[config.mk]
export PLATFORM = sky130hd
export DESIGN_NAME = port_power_manager
export DESIGN_NICKNAME = d
export VERILOG_FILES = /design/src/rtl/port_power_pkg.sv /design/src/rtl/port_power_manager.sv
export SDC_FILE = /design/constraint.sdc
export NUM_CORES = 1
export LEC_CHECK = 0
export BUFFER_PORTS_ARGS = -buffer_cell sky130_fd_sc_hd__buf_2
export CORE_ASPECT_RATIO = 0.9
export CORE_MARGIN = 4
export CORE_UTILIZATION = 35
export CTS_CLUSTER_DIAMETER = 30
export CTS_CLUSTER_SIZE = 20
export DETAILED_ROUTE_END_ITERATION = 8
export GPL_ROUTABILITY_DRIVEN = 0
export PLACE_DENSITY = 0.62
export SLEW_MARGIN = 20
export SYNTH_ARGS = -nofsm -noshare
export SYNTH_HDL_FRONTEND = slang
export SYNTH_SLANG_ARGS = --single-unit
[constraint.sdc]
create_clock -name clk_i -period 3.2 [get_ports clk_i]
set_input_delay 0.32 -clock clk_i [delete_from_list [all_inputs] [get_ports clk_i]]
set_output_delay 0.32 -clock clk_i [all_outputs]
set_load 0.02 [all_outputs]
[src/rtl/port_power_pkg.sv]
// Package for the six-port power manager: register map, fields, modes, timing
package port_power_pkg;

    localparam int unsigned NUM_PORTS    = 6;              // Downstream ports
    localparam int unsigned NOTIFY_PORTS = 4;              // Ports that may notify the host
    localparam int unsigned CUR_W        = 12;             // Current reading width, 10 mA units
    localparam int unsigned LIM_W        = 3;              // Limit code width, 500 mA steps
    localparam int unsigned LIM_STEP_MA  = 500;            // Limit step in mA
    localparam logic [LIM_W-1:0] LIM_MAX = 3'h5;           // Code 5 = 2500 mA
    localparam logic [7:0] BUDGET_MAX    = 8'h0a;          // 10 steps = 5000 mA total
    localparam logic [CUR_W-1:0] STEP_IN_LSB = 12'h032;    // 500 mA in 10 mA counts

    // Charger emulation profile dwell, 200 ms at 20 MHz
    localparam int unsigned CLK_HZ          = 20_000_000;
    localparam int unsigned PROFILE_DWELL_MS = 200;
    localparam int unsigned PROFILE_CYCLES  = CLK_HZ / 1000 * PROFILE_DWELL_MS;
    localparam int unsigned NUM_PROFILES    = 4;           // Signature profiles tried
    localparam int unsigned PROF_W          = 2;

    // Register byte offsets
    localparam logic [7:0] REG_ENABLE   = 8'h00; // Bit n: port on command
    localparam logic [7:0] REG_MODE     = 8'h04; // 2 bits per port
    localparam logic [7:0] REG_LIMIT    = 8'h08; // 3 bits per port; write all at once
    localparam logic [7:0] REG_OPTION   = 8'h0c; // Detect off, notify off, polarity, priority
    localparam logic [7:0] REG_STATUS   = 8'h10; // Power, trip, attach, link, error
    localparam logic [7:0] REG_CHARGE   = 8'h14; // Charge done, profile accepted, profile index
    localparam logic [7:0] REG_CURRENT0 = 8'h20; // Six words of port current

    // Option field positions
    localparam int unsigned OPT_DET_OFF = 0;
    localparam int unsigned OPT_NTF_OFF = 8;
    localparam int unsigned OPT_POL_LOW = 16;
    localparam int unsigned OPT_PAR_PRI = 24;
    // Status field positions
    localparam int unsigned ST_POWER  = 0;
    localparam int unsigned ST_TRIP   = 8;
    localparam int unsigned ST_ATTACH = 16;
    localparam int unsigned ST_LINK   = 24;
    localparam int unsigned ST_UPLINK = 30;
    localparam int unsigned ST_LIMERR = 31;

    // Port modes
    typedef enum logic [1:0] {
        MODE_STANDARD = 2'b00,
        MODE_CHARGE_CAP = 2'b01,
        MODE_DEDICATED = 2'b10,
        MODE_EMULATE = 2'b11
    } port_mode_e;

    // Indicator codes
    typedef enum logic [2:0] {
        IND_OFF       = 3'b000,
        IND_NO_DEVICE = 3'b001,
        IND_ON        = 3'b010,
        IND_CHARGING  = 3'b011,
        IND_CHARGED   = 3'b100
    } indicator_e;

    // Charge signalling codes driven to the port data-line switch
    localparam logic [1:0] SIG_NONE = 2'b00;
    localparam logic [1:0] SIG_CDP  = 2'b01;
    localparam logic [1:0] SIG_DCP  = 2'b10;
    localparam logic [1:0] SIG_EMU  = 2'b11;

endpackage
[src/rtl/port_power_manager.sv]
// Six-port downstream power, mode and overcurrent manager with APB registers
//
// Contract
// - Six ports, each with four modes
// - Standard port trips off above threshold
// - Charge-capable port signals CDP status
// - Dedicated port signals DCP, max limit, no data
// - Emulation steps profiles, max limit, no data
// - Charging-only ports powered hostless with supply
// - Attach detect per port, can be disabled
// - CDP attach flag cleared by device or recycle
// - Report port current in 10 mA units
// - Threshold in 500 mA steps, max 2500
// - Reject threshold sum above 5000 mA
// - Overcurrent turns port off, notifies host
// - Per-port notify suppression keeps shutoff
// - Ports five and six never notify
// - Parallel inputs pulled high, low changes
// - Per-port parallel input polarity
// - Per-port priority parallel versus USB
// - Report USB 2.0 link per port and upstream
// - Indicator off/nodev/on/charging/charged states
// - Power-on port set from non-volatile store
// - No host: ports off except charging ports
`timescale 1ns/1ps
`default_nettype none

module port_power_manager
    import port_power_pkg::*;
#(
    parameter int unsigned DWELL_CYCLES = PROFILE_CYCLES  // Emulation profile dwell
) (
    input  wire logic                     clk_i,
    input  wire logic                     reset_n_i,
    // APB slave
    input  wire logic                     psel_i,
    input  wire logic                     penable_i,
    input  wire logic                     pwrite_i,
    input  wire logic [7:0]               paddr_i,
    input  wire logic [31:0]              pwdata_i,
    output logic      [31:0]              prdata_o,
    output logic                          pready_o,
    output logic                          pslverr_o,
    // Stored power-on configuration
    input  wire logic [NUM_PORTS-1:0]     boot_enable_i,
    // System state, pins
    input  wire logic                     host_attached_i,
    input  wire logic                     ext_supply_i,
    input  wire logic [NUM_PORTS-1:0]     par_ctrl_i,
    input  wire logic [NUM_PORTS-1:0]     overcurrent_i,
    input  wire logic [NUM_PORTS-1:0]     load_sense_i,
    input  wire logic [NUM_PORTS-1:0]     normal_dev_i,
    input  wire logic [NUM_PORTS-1:0]     port_link_i,
    input  wire logic                     up_link_i,
    input  wire logic [NUM_PORTS-1:0]     charge_done_i,
    input  wire logic [NUM_PORTS-1:0]     profile_ok_i,
    // Per-port current samples, 10 mA units, from the measuring logic
    input  wire logic [NUM_PORTS*CUR_W-1:0] current_i,
    // Port outputs
    output logic      [NUM_PORTS-1:0]     power_en_o,
    output logic      [NUM_PORTS-1:0]     data_en_o,
    output logic      [NUM_PORTS*2-1:0]   charge_sig_o,
    output logic      [NUM_PORTS*PROF_W-1:0] profile_o,
    output logic      [NUM_PORTS*LIM_W-1:0]  limit_code_o,
    output logic      [NUM_PORTS-1:0]     detect_en_o,
    output logic      [NUM_PORTS*3-1:0]   indicator_o,
    output logic                          host_notify_o
);

    localparam logic [7:0] WORD_STEP = 8'h04;  // Byte stride between current words
    localparam logic [LIM_W-1:0] LIM_RESET = 3'h1; // 500 mA on every port

    // Limit code sum, used by write check
    function automatic logic [7:0] limit_sum(input logic [31:0] w);
        logic [7:0] s;
        s = 8'h00;
        for (int i = 0; i < NUM_PORTS; i++) begin
            s = s + {5'h00, w[i*LIM_W +: LIM_W]};
        end
        return s;
    endfunction

    // Any code above the 2500 mA ceiling
    function automatic logic limit_bad(input logic [31:0] w);
        logic b;
        b = 1'b0;
        for (int i = 0; i < NUM_PORTS; i++) begin
            b = b | (w[i*LIM_W +: LIM_W] > LIM_MAX);
        end
        return b;
    endfunction

    // Pin synchronisers, two stages
    logic [NUM_PORTS-1:0] par_s1, par_s2;     // Parallel control
    logic [NUM_PORTS-1:0] oc_s1, oc_s2;       // Overcurrent flag
    logic [NUM_PORTS-1:0] ld_s1, ld_s2;       // Load sense
    logic [1:0]           sys_s1, sys_s2;     // Host, supply
    // Parallel inputs are pulled high on board; only low differs from open
    always_ff @(posedge clk_i or negedge reset_n_i) begin
        if (!reset_n_i) begin
            par_s1 <= '1;
            par_s2 <= '1;
            oc_s1  <= '0;
            oc_s2  <= '0;
            ld_s1  <= '0;
            ld_s2  <= '0;
            sys_s1 <= '0;
            sys_s2 <= '0;
        end else begin
            par_s1 <= par_ctrl_i;
            par_s2 <= par_s1;
            oc_s1  <= overcurrent_i;
            oc_s2  <= oc_s1;
            ld_s1  <= load_sense_i;
            ld_s2  <= ld_s1;
            sys_s1 <= {ext_supply_i, host_attached_i};
            sys_s2 <= sys_s1;
        end
    end

    wire logic host_ok   = sys_s2[0];
    wire logic supply_ok = sys_s2[1];

    // Register state
    logic [NUM_PORTS-1:0]       cmd_on, next_cmd_on;        // USB on command
    logic [NUM_PORTS*2-1:0]     mode, next_mode;            // Mode per port
    logic [NUM_PORTS*LIM_W-1:0] limit, next_limit;          // Threshold codes
    logic [31:0]                option, next_option;        // Option word
    logic                       lim_err, next_lim_err;      // Last limit write rejected
    logic                       boot_load, next_boot_load;  // Store not yet applied
    // Per-port state
    logic [NUM_PORTS-1:0]       trip, next_trip;            // Overcurrent latch
    logic [NUM_PORTS-1:0]       attach, next_attach;        // Attach flag
    logic [NUM_PORTS-1:0]       pwr_q, next_pwr;            // Port power

    wire logic wr_en = psel_i && penable_i && pwrite_i;
    wire logic [NUM_PORTS-1:0] off_cmd = wr_en && (paddr_i == REG_ENABLE)
                                         ? ~pwdata_i[NUM_PORTS-1:0] : '0;

    // Effective on request per port: parallel or USB, hostless charging
    logic [NUM_PORTS-1:0] want_on;
    logic [NUM_PORTS-1:0] charger_only;
    logic [NUM_PORTS-1:0] over_lim;
    always_comb begin
        for (int p = 0; p < NUM_PORTS; p++) begin
            logic par_on;
            logic chg;
            par_on = par_s2[p] ^ option[OPT_POL_LOW + p];
            chg    = mode[p*2 +: 2] == MODE_DEDICATED || mode[p*2 +: 2] == MODE_EMULATE;
            charger_only[p] = chg;
            // Parallel input wins where its priority bit is set
            want_on[p] = option[OPT_PAR_PRI + p] ? par_on : cmd_on[p];
            // Hostless: only charging ports with a supply stay up
            if (!host_ok) begin
                want_on[p] = want_on[p] && chg && supply_ok;
            end
            // Trip from the breaker flag or from measured current
            over_lim[p] = oc_s2[p] || (current_i[p*CUR_W +: CUR_W] >
                          12'(STEP_IN_LSB * limit[p*LIM_W +: LIM_W]));
        end
    end

    // Register next state
    always_comb begin
        next_cmd_on    = cmd_on;
        next_mode      = mode;
        next_limit     = limit;
        next_option    = option;
        next_lim_err   = lim_err;
        next_boot_load = 1'b0;
        // Stored start-up set applied once after reset
        if (boot_load) begin
            next_cmd_on = boot_enable_i;
        end else if (wr_en) begin
            case (paddr_i)
                REG_ENABLE: next_cmd_on = pwdata_i[NUM_PORTS-1:0];
                REG_MODE:   next_mode   = pwdata_i[NUM_PORTS*2-1:0];
                REG_LIMIT: begin
                    // Whole set is rejected if any code or the sum is too big
                    if (limit_bad(pwdata_i) || limit_sum(pwdata_i) > BUDGET_MAX) begin
                        next_lim_err = 1'b1;
                    end else begin
                        next_limit   = pwdata_i[NUM_PORTS*LIM_W-1:0];
                        next_lim_err = 1'b0;
                    end
                end
                REG_OPTION: next_option = pwdata_i;
                default: ;
            endcase
        end
    end

    // Register storage
    always_ff @(posedge clk_i or negedge reset_n_i) begin
        if (!reset_n_i) begin
            cmd_on    <= '0;
            mode      <= '0;
            limit     <= {NUM_PORTS{LIM_RESET}};
            option    <= '0;
            lim_err   <= 1'b0;
            boot_load <= 1'b1;
        end else begin
            cmd_on    <= next_cmd_on;
            mode      <= next_mode;
            limit     <= next_limit;
            option    <= next_option;
            lim_err   <= next_lim_err;
            boot_load <= next_boot_load;
        end
    end

    // Per-port next state: trip latch, attach, power
    always_comb begin
        for (int p = 0; p < NUM_PORTS; p++) begin
            next_trip[p]   = trip[p];
            next_attach[p] = attach[p];
            // Off command clears the latch; a trip in that cycle still wins
            if (off_cmd[p] || !want_on[p]) begin
                next_trip[p] = 1'b0;
            end
            if (pwr_q[p] && over_lim[p]) begin
                next_trip[p] = 1'b1;
            end
            next_pwr[p] = want_on[p] && !next_trip[p];
            // Detection disabled: flag forced clear
            if (option[OPT_DET_OFF + p] || !pwr_q[p]) begin
                next_attach[p] = 1'b0;
            end else if (ld_s2[p]) begin
                next_attach[p] = 1'b1;
            end else if (mode[p*2 +: 2] != MODE_CHARGE_CAP || normal_dev_i[p]) begin
                // CDP may keep a stale flag until a normal device appears
                next_attach[p] = 1'b0;
            end
        end
    end

    // Per-port storage
    always_ff @(posedge clk_i or negedge reset_n_i) begin
        if (!reset_n_i) begin
            trip   <= '0;
            attach <= '0;
            pwr_q  <= '0;
        end else begin
            trip   <= next_trip;
            attach <= next_attach;
            pwr_q  <= next_pwr;
        end
    end

    // Emulation profile stepping, one counter and index per port
    logic [31:0]                 dwell [NUM_PORTS];
    logic [31:0]                 next_dwell [NUM_PORTS];
    logic [NUM_PORTS*PROF_W-1:0] prof, next_prof;
    logic [NUM_PORTS-1:0]        prof_lock, next_prof_lock;
    always_comb begin
        for (int p = 0; p < NUM_PORTS; p++) begin
            next_dwell[p]              = dwell[p];
            next_prof[p*PROF_W +: PROF_W] = prof[p*PROF_W +: PROF_W];
            next_prof_lock[p]          = prof_lock[p];
            if (!pwr_q[p] || mode[p*2 +: 2] != MODE_EMULATE) begin
                // Restart the search whenever the port leaves emulation
                next_dwell[p]     = '0;
                next_prof[p*PROF_W +: PROF_W] = '0;
                next_prof_lock[p] = 1'b0;
            end else if (!prof_lock[p]) begin
                if (profile_ok_i[p]) begin
                    next_prof_lock[p] = 1'b1;
                end else if (dwell[p] == DWELL_CYCLES - 1) begin
                    next_dwell[p] = '0;
                    next_prof[p*PROF_W +: PROF_W] =
                        prof[p*PROF_W +: PROF_W] + 2'(1);
                end else begin
                    next_dwell[p] = dwell[p] + 32'd1;
                end
            end
        end
    end

    // Profile storage
    always_ff @(posedge clk_i or negedge reset_n_i) begin
        if (!reset_n_i) begin
            for (int p = 0; p < NUM_PORTS; p++) begin
                dwell[p] <= '0;
            end
            prof      <= '0;
            prof_lock <= '0;
        end else begin
            for (int p = 0; p < NUM_PORTS; p++) begin
                dwell[p] <= next_dwell[p];
            end
            prof      <= next_prof;
            prof_lock <= next_prof_lock;
        end
    end

    // Port drive outputs
    generate
        for (genvar g = 0; g < NUM_PORTS; g++) begin : g_port
            wire port_mode_e m = port_mode_e'(mode[g*2 +: 2]);
            // Charging modes cut data and force the top limit
            assign data_en_o[g] = pwr_q[g] && !charger_only[g];
            assign limit_code_o[g*LIM_W +: LIM_W] =
                charger_only[g] ? LIM_MAX : limit[g*LIM_W +: LIM_W];
            assign charge_sig_o[g*2 +: 2] = !pwr_q[g] ? SIG_NONE :
                (m == MODE_CHARGE_CAP) ? SIG_CDP :
                (m == MODE_DEDICATED)  ? SIG_DCP :
                (m == MODE_EMULATE)    ? SIG_EMU : SIG_NONE;
            assign profile_o[g*PROF_W +: PROF_W] = prof[g*PROF_W +: PROF_W];
            assign detect_en_o[g] = pwr_q[g] && !option[OPT_DET_OFF + g];
            // Indicator: charge states only away from standard mode
            assign indicator_o[g*3 +: 3] = !pwr_q[g] ? IND_OFF :
                (m != MODE_STANDARD && attach[g]) ?
                    (charge_done_i[g] ? IND_CHARGED : IND_CHARGING) :
                (!attach[g] && !option[OPT_DET_OFF + g]) ? IND_NO_DEVICE :
                IND_ON;
        end
    endgenerate
    assign power_en_o = pwr_q;

    // Host notification only for ports one to four without suppression
    logic notify_q;
    always_ff @(posedge clk_i or negedge reset_n_i) begin
        if (!reset_n_i) begin
            notify_q <= 1'b0;
        end else begin
            notify_q <= |(trip[NOTIFY_PORTS-1:0]
                         & ~option[OPT_NTF_OFF +: NOTIFY_PORTS]);
        end
    end
    assign host_notify_o = notify_q;

    // APB read mux; zero wait state, unmapped reads zero with error
    logic [31:0] rd_word;
    logic        rd_hit;
    always_comb begin
        rd_word = 32'h0;
        rd_hit  = 1'b1;
        case (paddr_i)
            REG_ENABLE: rd_word[NUM_PORTS-1:0]       = cmd_on;
            REG_MODE:   rd_word[NUM_PORTS*2-1:0]     = mode;
            REG_LIMIT:  rd_word[NUM_PORTS*LIM_W-1:0] = limit;
            REG_OPTION: rd_word = option;
            REG_STATUS: begin
                rd_word[ST_POWER  +: NUM_PORTS] = pwr_q;
                rd_word[ST_TRIP   +: NUM_PORTS] = trip;
                rd_word[ST_ATTACH +: NUM_PORTS] = attach;
                rd_word[ST_LINK   +: NUM_PORTS] = port_link_i;
                rd_word[ST_UPLINK]              = up_link_i;
                rd_word[ST_LIMERR]              = lim_err;
            end
            REG_CHARGE: begin
                rd_word[NUM_PORTS-1:0]         = charge_done_i;
                rd_word[8 +: NUM_PORTS]        = prof_lock;
                rd_word[16 +: NUM_PORTS*PROF_W] = prof;
            end
            default: begin
                rd_hit = 1'b0;
                for (int p = 0; p < NUM_PORTS; p++) begin
                    if (paddr_i == REG_CURRENT0 + 8'(p) * WORD_STEP) begin
                        rd_word[CUR_W-1:0] = current_i[p*CUR_W +: CUR_W];
                        rd_hit = 1'b1;
                    end
                end
            end
        endcase
    end

    assign pready_o  = 1'b1;
    assign prdata_o  = (psel_i && !pwrite_i) ? rd_word : 32'h0;
    assign pslverr_o = psel_i && penable_i && !rd_hit;

    // Assertions
    a_trip_kills_power: assert property (@(posedge clk_i) disable iff (!reset_n_i)
        trip != 0 |-> (power_en_o & trip) == 0) else $error("Tripped port powered");
    a_trip_sets_latch: assert property (@(posedge clk_i) disable iff (!reset_n_i)
        (pwr_q[0] && oc_s2[0]) |=> trip[0]) else $error("Trip not latched");
    a_high_ports_quiet: assert property (@(posedge clk_i) disable iff (!reset_n_i)
        trip[5:4] != 0 && trip[3:0] == 0 |=> !host_notify_o)
        else $error("Port five or six notified");
    a_notify_follows: assert property (@(posedge clk_i) disable iff (!reset_n_i)
        (trip[0] && !option[OPT_NTF_OFF]) |=> host_notify_o)
        else $error("Notify missing");
    a_budget_reject: assert property (@(posedge clk_i) disable iff (!reset_n_i)
        (wr_en && paddr_i == REG_LIMIT && !boot_load
         && limit_sum(pwdata_i) > BUDGET_MAX) |=> lim_err && $stable(limit))
        else $error("Over-budget limits applied");
    a_hostless_off: assert property (@(posedge clk_i) disable iff (!reset_n_i)
        !host_ok && $past(!host_ok) |-> (power_en_o & ~charger_only) == 0)
        else $error("Port powered without host");
    a_charge_no_data: assert property (@(posedge clk_i) disable iff (!reset_n_i)
        (data_en_o & charger_only) == 0) else $error("Data on charging port");
    a_detect_off: assert property (@(posedge clk_i) disable iff (!reset_n_i)
        option[OPT_DET_OFF] |=> !attach[0]) else $error("Attach with detect off");
    a_boot_apply: assert property (@(posedge clk_i) disable iff (!reset_n_i)
        $fell(boot_load) |-> cmd_on == $past(boot_enable_i)) else $error("Boot set lost");

endmodule

`default_nettype wire

==> impl_summary.log <==
INFO  metric avgRoutedWirePerCell = 20.9 um
INFO  metric synth_sequential_area_ratio = 0.433
INFO  metric synth-edff-count = 0
INFO  metric min_path_cells = 3
INFO  metric post-synth-top-count-cell = dfrtp_1
INFO  metric endpoint_required_time_on_the_critical_path = 3680 ps
INFO  metric vias = 18.0k
INFO  metric chipWidth = 258 um
INFO  metric ant_nets = 0
INFO  metric clock.fmax = 0.281 GHz
INFO  metric drt_drc_violations_left = 0
INFO  metric worst-endpoint-arrival = 4040 ps
INFO  metric fillCellCount = 5271
INFO  metric cts_root_buf = clkbuf_16
INFO  metric fin_area = 25900 sq um
INFO  metric post_synth_num_cell_types = 84
INFO  metric initial_standard_cell_utilization_of_the_core = 0.353
INFO  metric drt_first_pass_iters = 5
INFO  metric clock_tree.htree_level_count = 3
INFO  metric post_synth_inst_count = 2044
INFO  metric worst_setup_hold_path_clk_slew = 40 ps
INFO  metric reg2reg_setup_slack = 140 ps
INFO  metric buffer_ports.inserted = 279
INFO  metric post_route_cells_drive_above_1_share = 0.244
INFO  metric timing.final.ws_setup = -357 ps
INFO  metric layout-area-overhead-vs-synth = 32.1%
INFO  metric power_density = 554 nW/um^2
INFO  metric hp-class = in -> reg
INFO  metric grt_antenna_before_repair = 8
INFO  metric violations_in_the_final_reports = negative setup slack
INFO  metric ys_async_sr_fraction = 1.00
INFO  metric synth_area_per_cell = 9.61 sq um
INFO  metric rsz0062_at_grt = yes
INFO  metric dp_hpwl = 51100 um
INFO  metric power_leakage = 11.7 nW
INFO  metric clockBufferDepth = 3
INFO  metric timing.final.setup_violations = 19
INFO  metric synthDominantCellAreaShare = 0.408
INFO  metric clock_tree_from_tritoncts = yes
INFO  metric synth_area_leaders = dfrtp_1, ha_1, nor2_1
INFO  metric first_iter_violations = 1625
INFO  metric aggregate_global_route_resource_usage = 0.226
INFO  metric row_count = 82
INFO  metric post_drt_via_cell_ratio = 5.48
INFO  metric cap_viol_max_count = 0
INFO  metric finalClockSkew = 25.9 ps
INFO  metric finalSetupTns = -5680 ps
INFO  metric timing.critical_path.to_type = flop
INFO  metric clkLatencyLatePin = 610 ps
INFO  metric post_layout_util = 0.467
INFO  metric rr_startpoint = limit[11]$_DFFE_PN0P_
INFO  metric worst_slew_margin_rel = 0.300
INFO  metric floorplan.die.height = 233 um
INFO  metric synth_flop_cell = dfrtp_1
INFO  metric fin_nets = 2714
INFO  metric grt_overflow_total = 0
INFO  metric combined_area_of_the_multi_input_logic_cells = 10500 sq um
INFO  metric path_class = in -> reg
INFO  metric synthesis.nets = 2305
INFO  metric timing_worst_slew_pin_value = 1040 ps
INFO  metric mappedNetlistArea = 19600 sq um
INFO  metric synth.largest_area_cell = dfrtp_1
INFO  metric vdd_ir_drop_max = 0.410 mV
INFO  metric dpl_cell_area = 22300 sq um
INFO  metric period_minus_slack = 3560 ps
INFO  metric hold_end = trip[3]$_DFF_PN0_
INFO  metric core_region_area = 55600 sq um
INFO  metric fp.dieArea = 60000 sq um
INFO  metric timing.rr.end = power_en_o[3]$_DFF_PN0_
INFO  metric report.power.total = 14.4 mW
INFO  metric totalWireLength = 68600 um
INFO  metric postSynthRegisterBits = 339
INFO  metric hold_path_startpoint = current_i[46]
INFO  metric yosys_warnings = 0
INFO  metric grt_pass1_wl = 106000 um
INFO  metric cts_sinks = 339
INFO  metric final-seq-area = 8510 sq um
INFO  metric cts_buffers = 85
INFO  metric status = finished with violations
INFO  metric grt_max_degree = 88
INFO  metric first_global_vias = 18.2k
INFO  metric reg2regPathDepth = 11
INFO  metric timing.hold.ws = 29.9 ps
INFO  metric synthTopCellsByCount = dfrtp_1, nor2_1, nand2_1
INFO  metric fin_hold_viols = 0
INFO  metric ios = 281
INFO  metric timing_max_transition_violations_final = 0
INFO  metric min_period_over_period = 1.11
INFO  metric timing.critical_path.fanout_max = 8
INFO  metric worst_setup_path_start_kind = input pin
## routing by layer
| layer | GRT usage | up-vias | wire length, um |
|---|---|---|---|
| li1 | - | 8096 | - |
| met1 | 0.301 | 8946 | 29000 |
| met2 | 0.353 | 751 | 31100 |
| met3 | 0.0657 | 168 | 6140 |
| met4 | 0.0763 | 4 | 2240 |
| met5 | 0 | - | 22 |
## final cells by class
type,count,share of cell area
antenna,4,0.000386
clock buffer,108,0.0908
clock inverter,47,0.0252
inverter,98,0.0148
multi-input combinational,1527,0.404
sequential,339,0.328
tap,756,0.0365
timing repair buffer,402,0.101
## worst max path at each step
stage                       from                     to  slack (ps)  cells after the start
finish              pwdata_i[11]  limit[10]$_DFFE_PN0P_        -360                     16
detailed placement   pwdata_i[5]  limit[10]$_DFFE_PN0P_       -1080                     14
global route        pwdata_i[11]  limit[10]$_DFFE_PN0P_        -480                     16
floorplan           pwdata_i[11]  limit[10]$_DFFE_PN0P_        -540                     15
CTS                 pwdata_i[11]  limit[10]$_DFFE_PN0P_        -340                     16
global placement     pwdata_i[5]   limit[5]$_DFFE_PN0P_        -950                     14
## registers in the layout, indices dropped and copies added, names as in the netlist, 12 cells and up
name / flops
limit: 18
mode: 12
dwell: 192
option: 32
profile_o: 12
## timing repair
item / CTS / global route
setup endpoints to repair: 19 / 25
gates resized for setup: 23 / 8
hold buffers: 45 / 0
pin swaps: 2 / 3
buffers inserted: 3 / 0
gates cloned: 1 / 0
endpoints found under the hold margin: 122 / 0
## kinds of logic (layout without fill, tap and decap cells)
group,after synthesis,after routing,share of synthesized area
compound gates,297,297,0.101
xor+xnor,183,183,0.0816
fa+ha+maj,93,93,0.0638
buf+inv,178,655,0.0387
flops,339,339,0.433
mux,83,83,0.0486
other cells,2,6,0.000382
simple gates,869,869,0.233
## placed cells by master (no fill, tap or decap), types with 33 or more instances in the layout
| cell type | instances |
|---|---|
| dfrtp_1 | 320 |
| buf_2 | 275 |
| nor2_1 | 266 |
| nand2_1 | 163 |
| xor2_1 | 106 |
| inv_1 | 90 |
| clkbuf_16 | 86 |
| o21ai_0 | 84 |
| ha_1 | 80 |
| xnor2_1 | 77 |
| nand3_1 | 75 |
| buf_4 | 63 |
| nand4_1 | 59 |
| and3_1 | 53 |
| a21oi_1 | 48 |
| nor3_1 | 45 |
| dlygate4sd3_1 | 45 |
| and2_1 | 33 |
## worst max-delay path, stage by stage
cell and delay (ps):
buf_12 90, inv_12 30, fa_1 540, inv_2 50
fa_1 490, inv_1 60, fa_1 510, inv_2 50
ha_4 160, fa_2 360, a222oi_1 290, nand3_1 130
a221oi_2 200, and3_4 280, buf_12 160, mux2_4 310
## through the flow
stage                     cells  setup slack (ps)
after floorplan            2044              -542
after global placement     3073              -952
after detailed placement   3073             -1080
after CTS                  3277              -345
after global routing       3279              -478
final                      3281              -357
## power by group
part | internal [mW] | switching [mW] | total, mW | leakage, nW
registers | 4.37 | 0.0666 | 4.43 | 4.55
logic | 0.385 | 0.580 | 0.966 | 5.69
clock network | 6.29 | 2.68 | 8.97 | 1.46
Note: power is estimated with default switching activity, not from simulation.
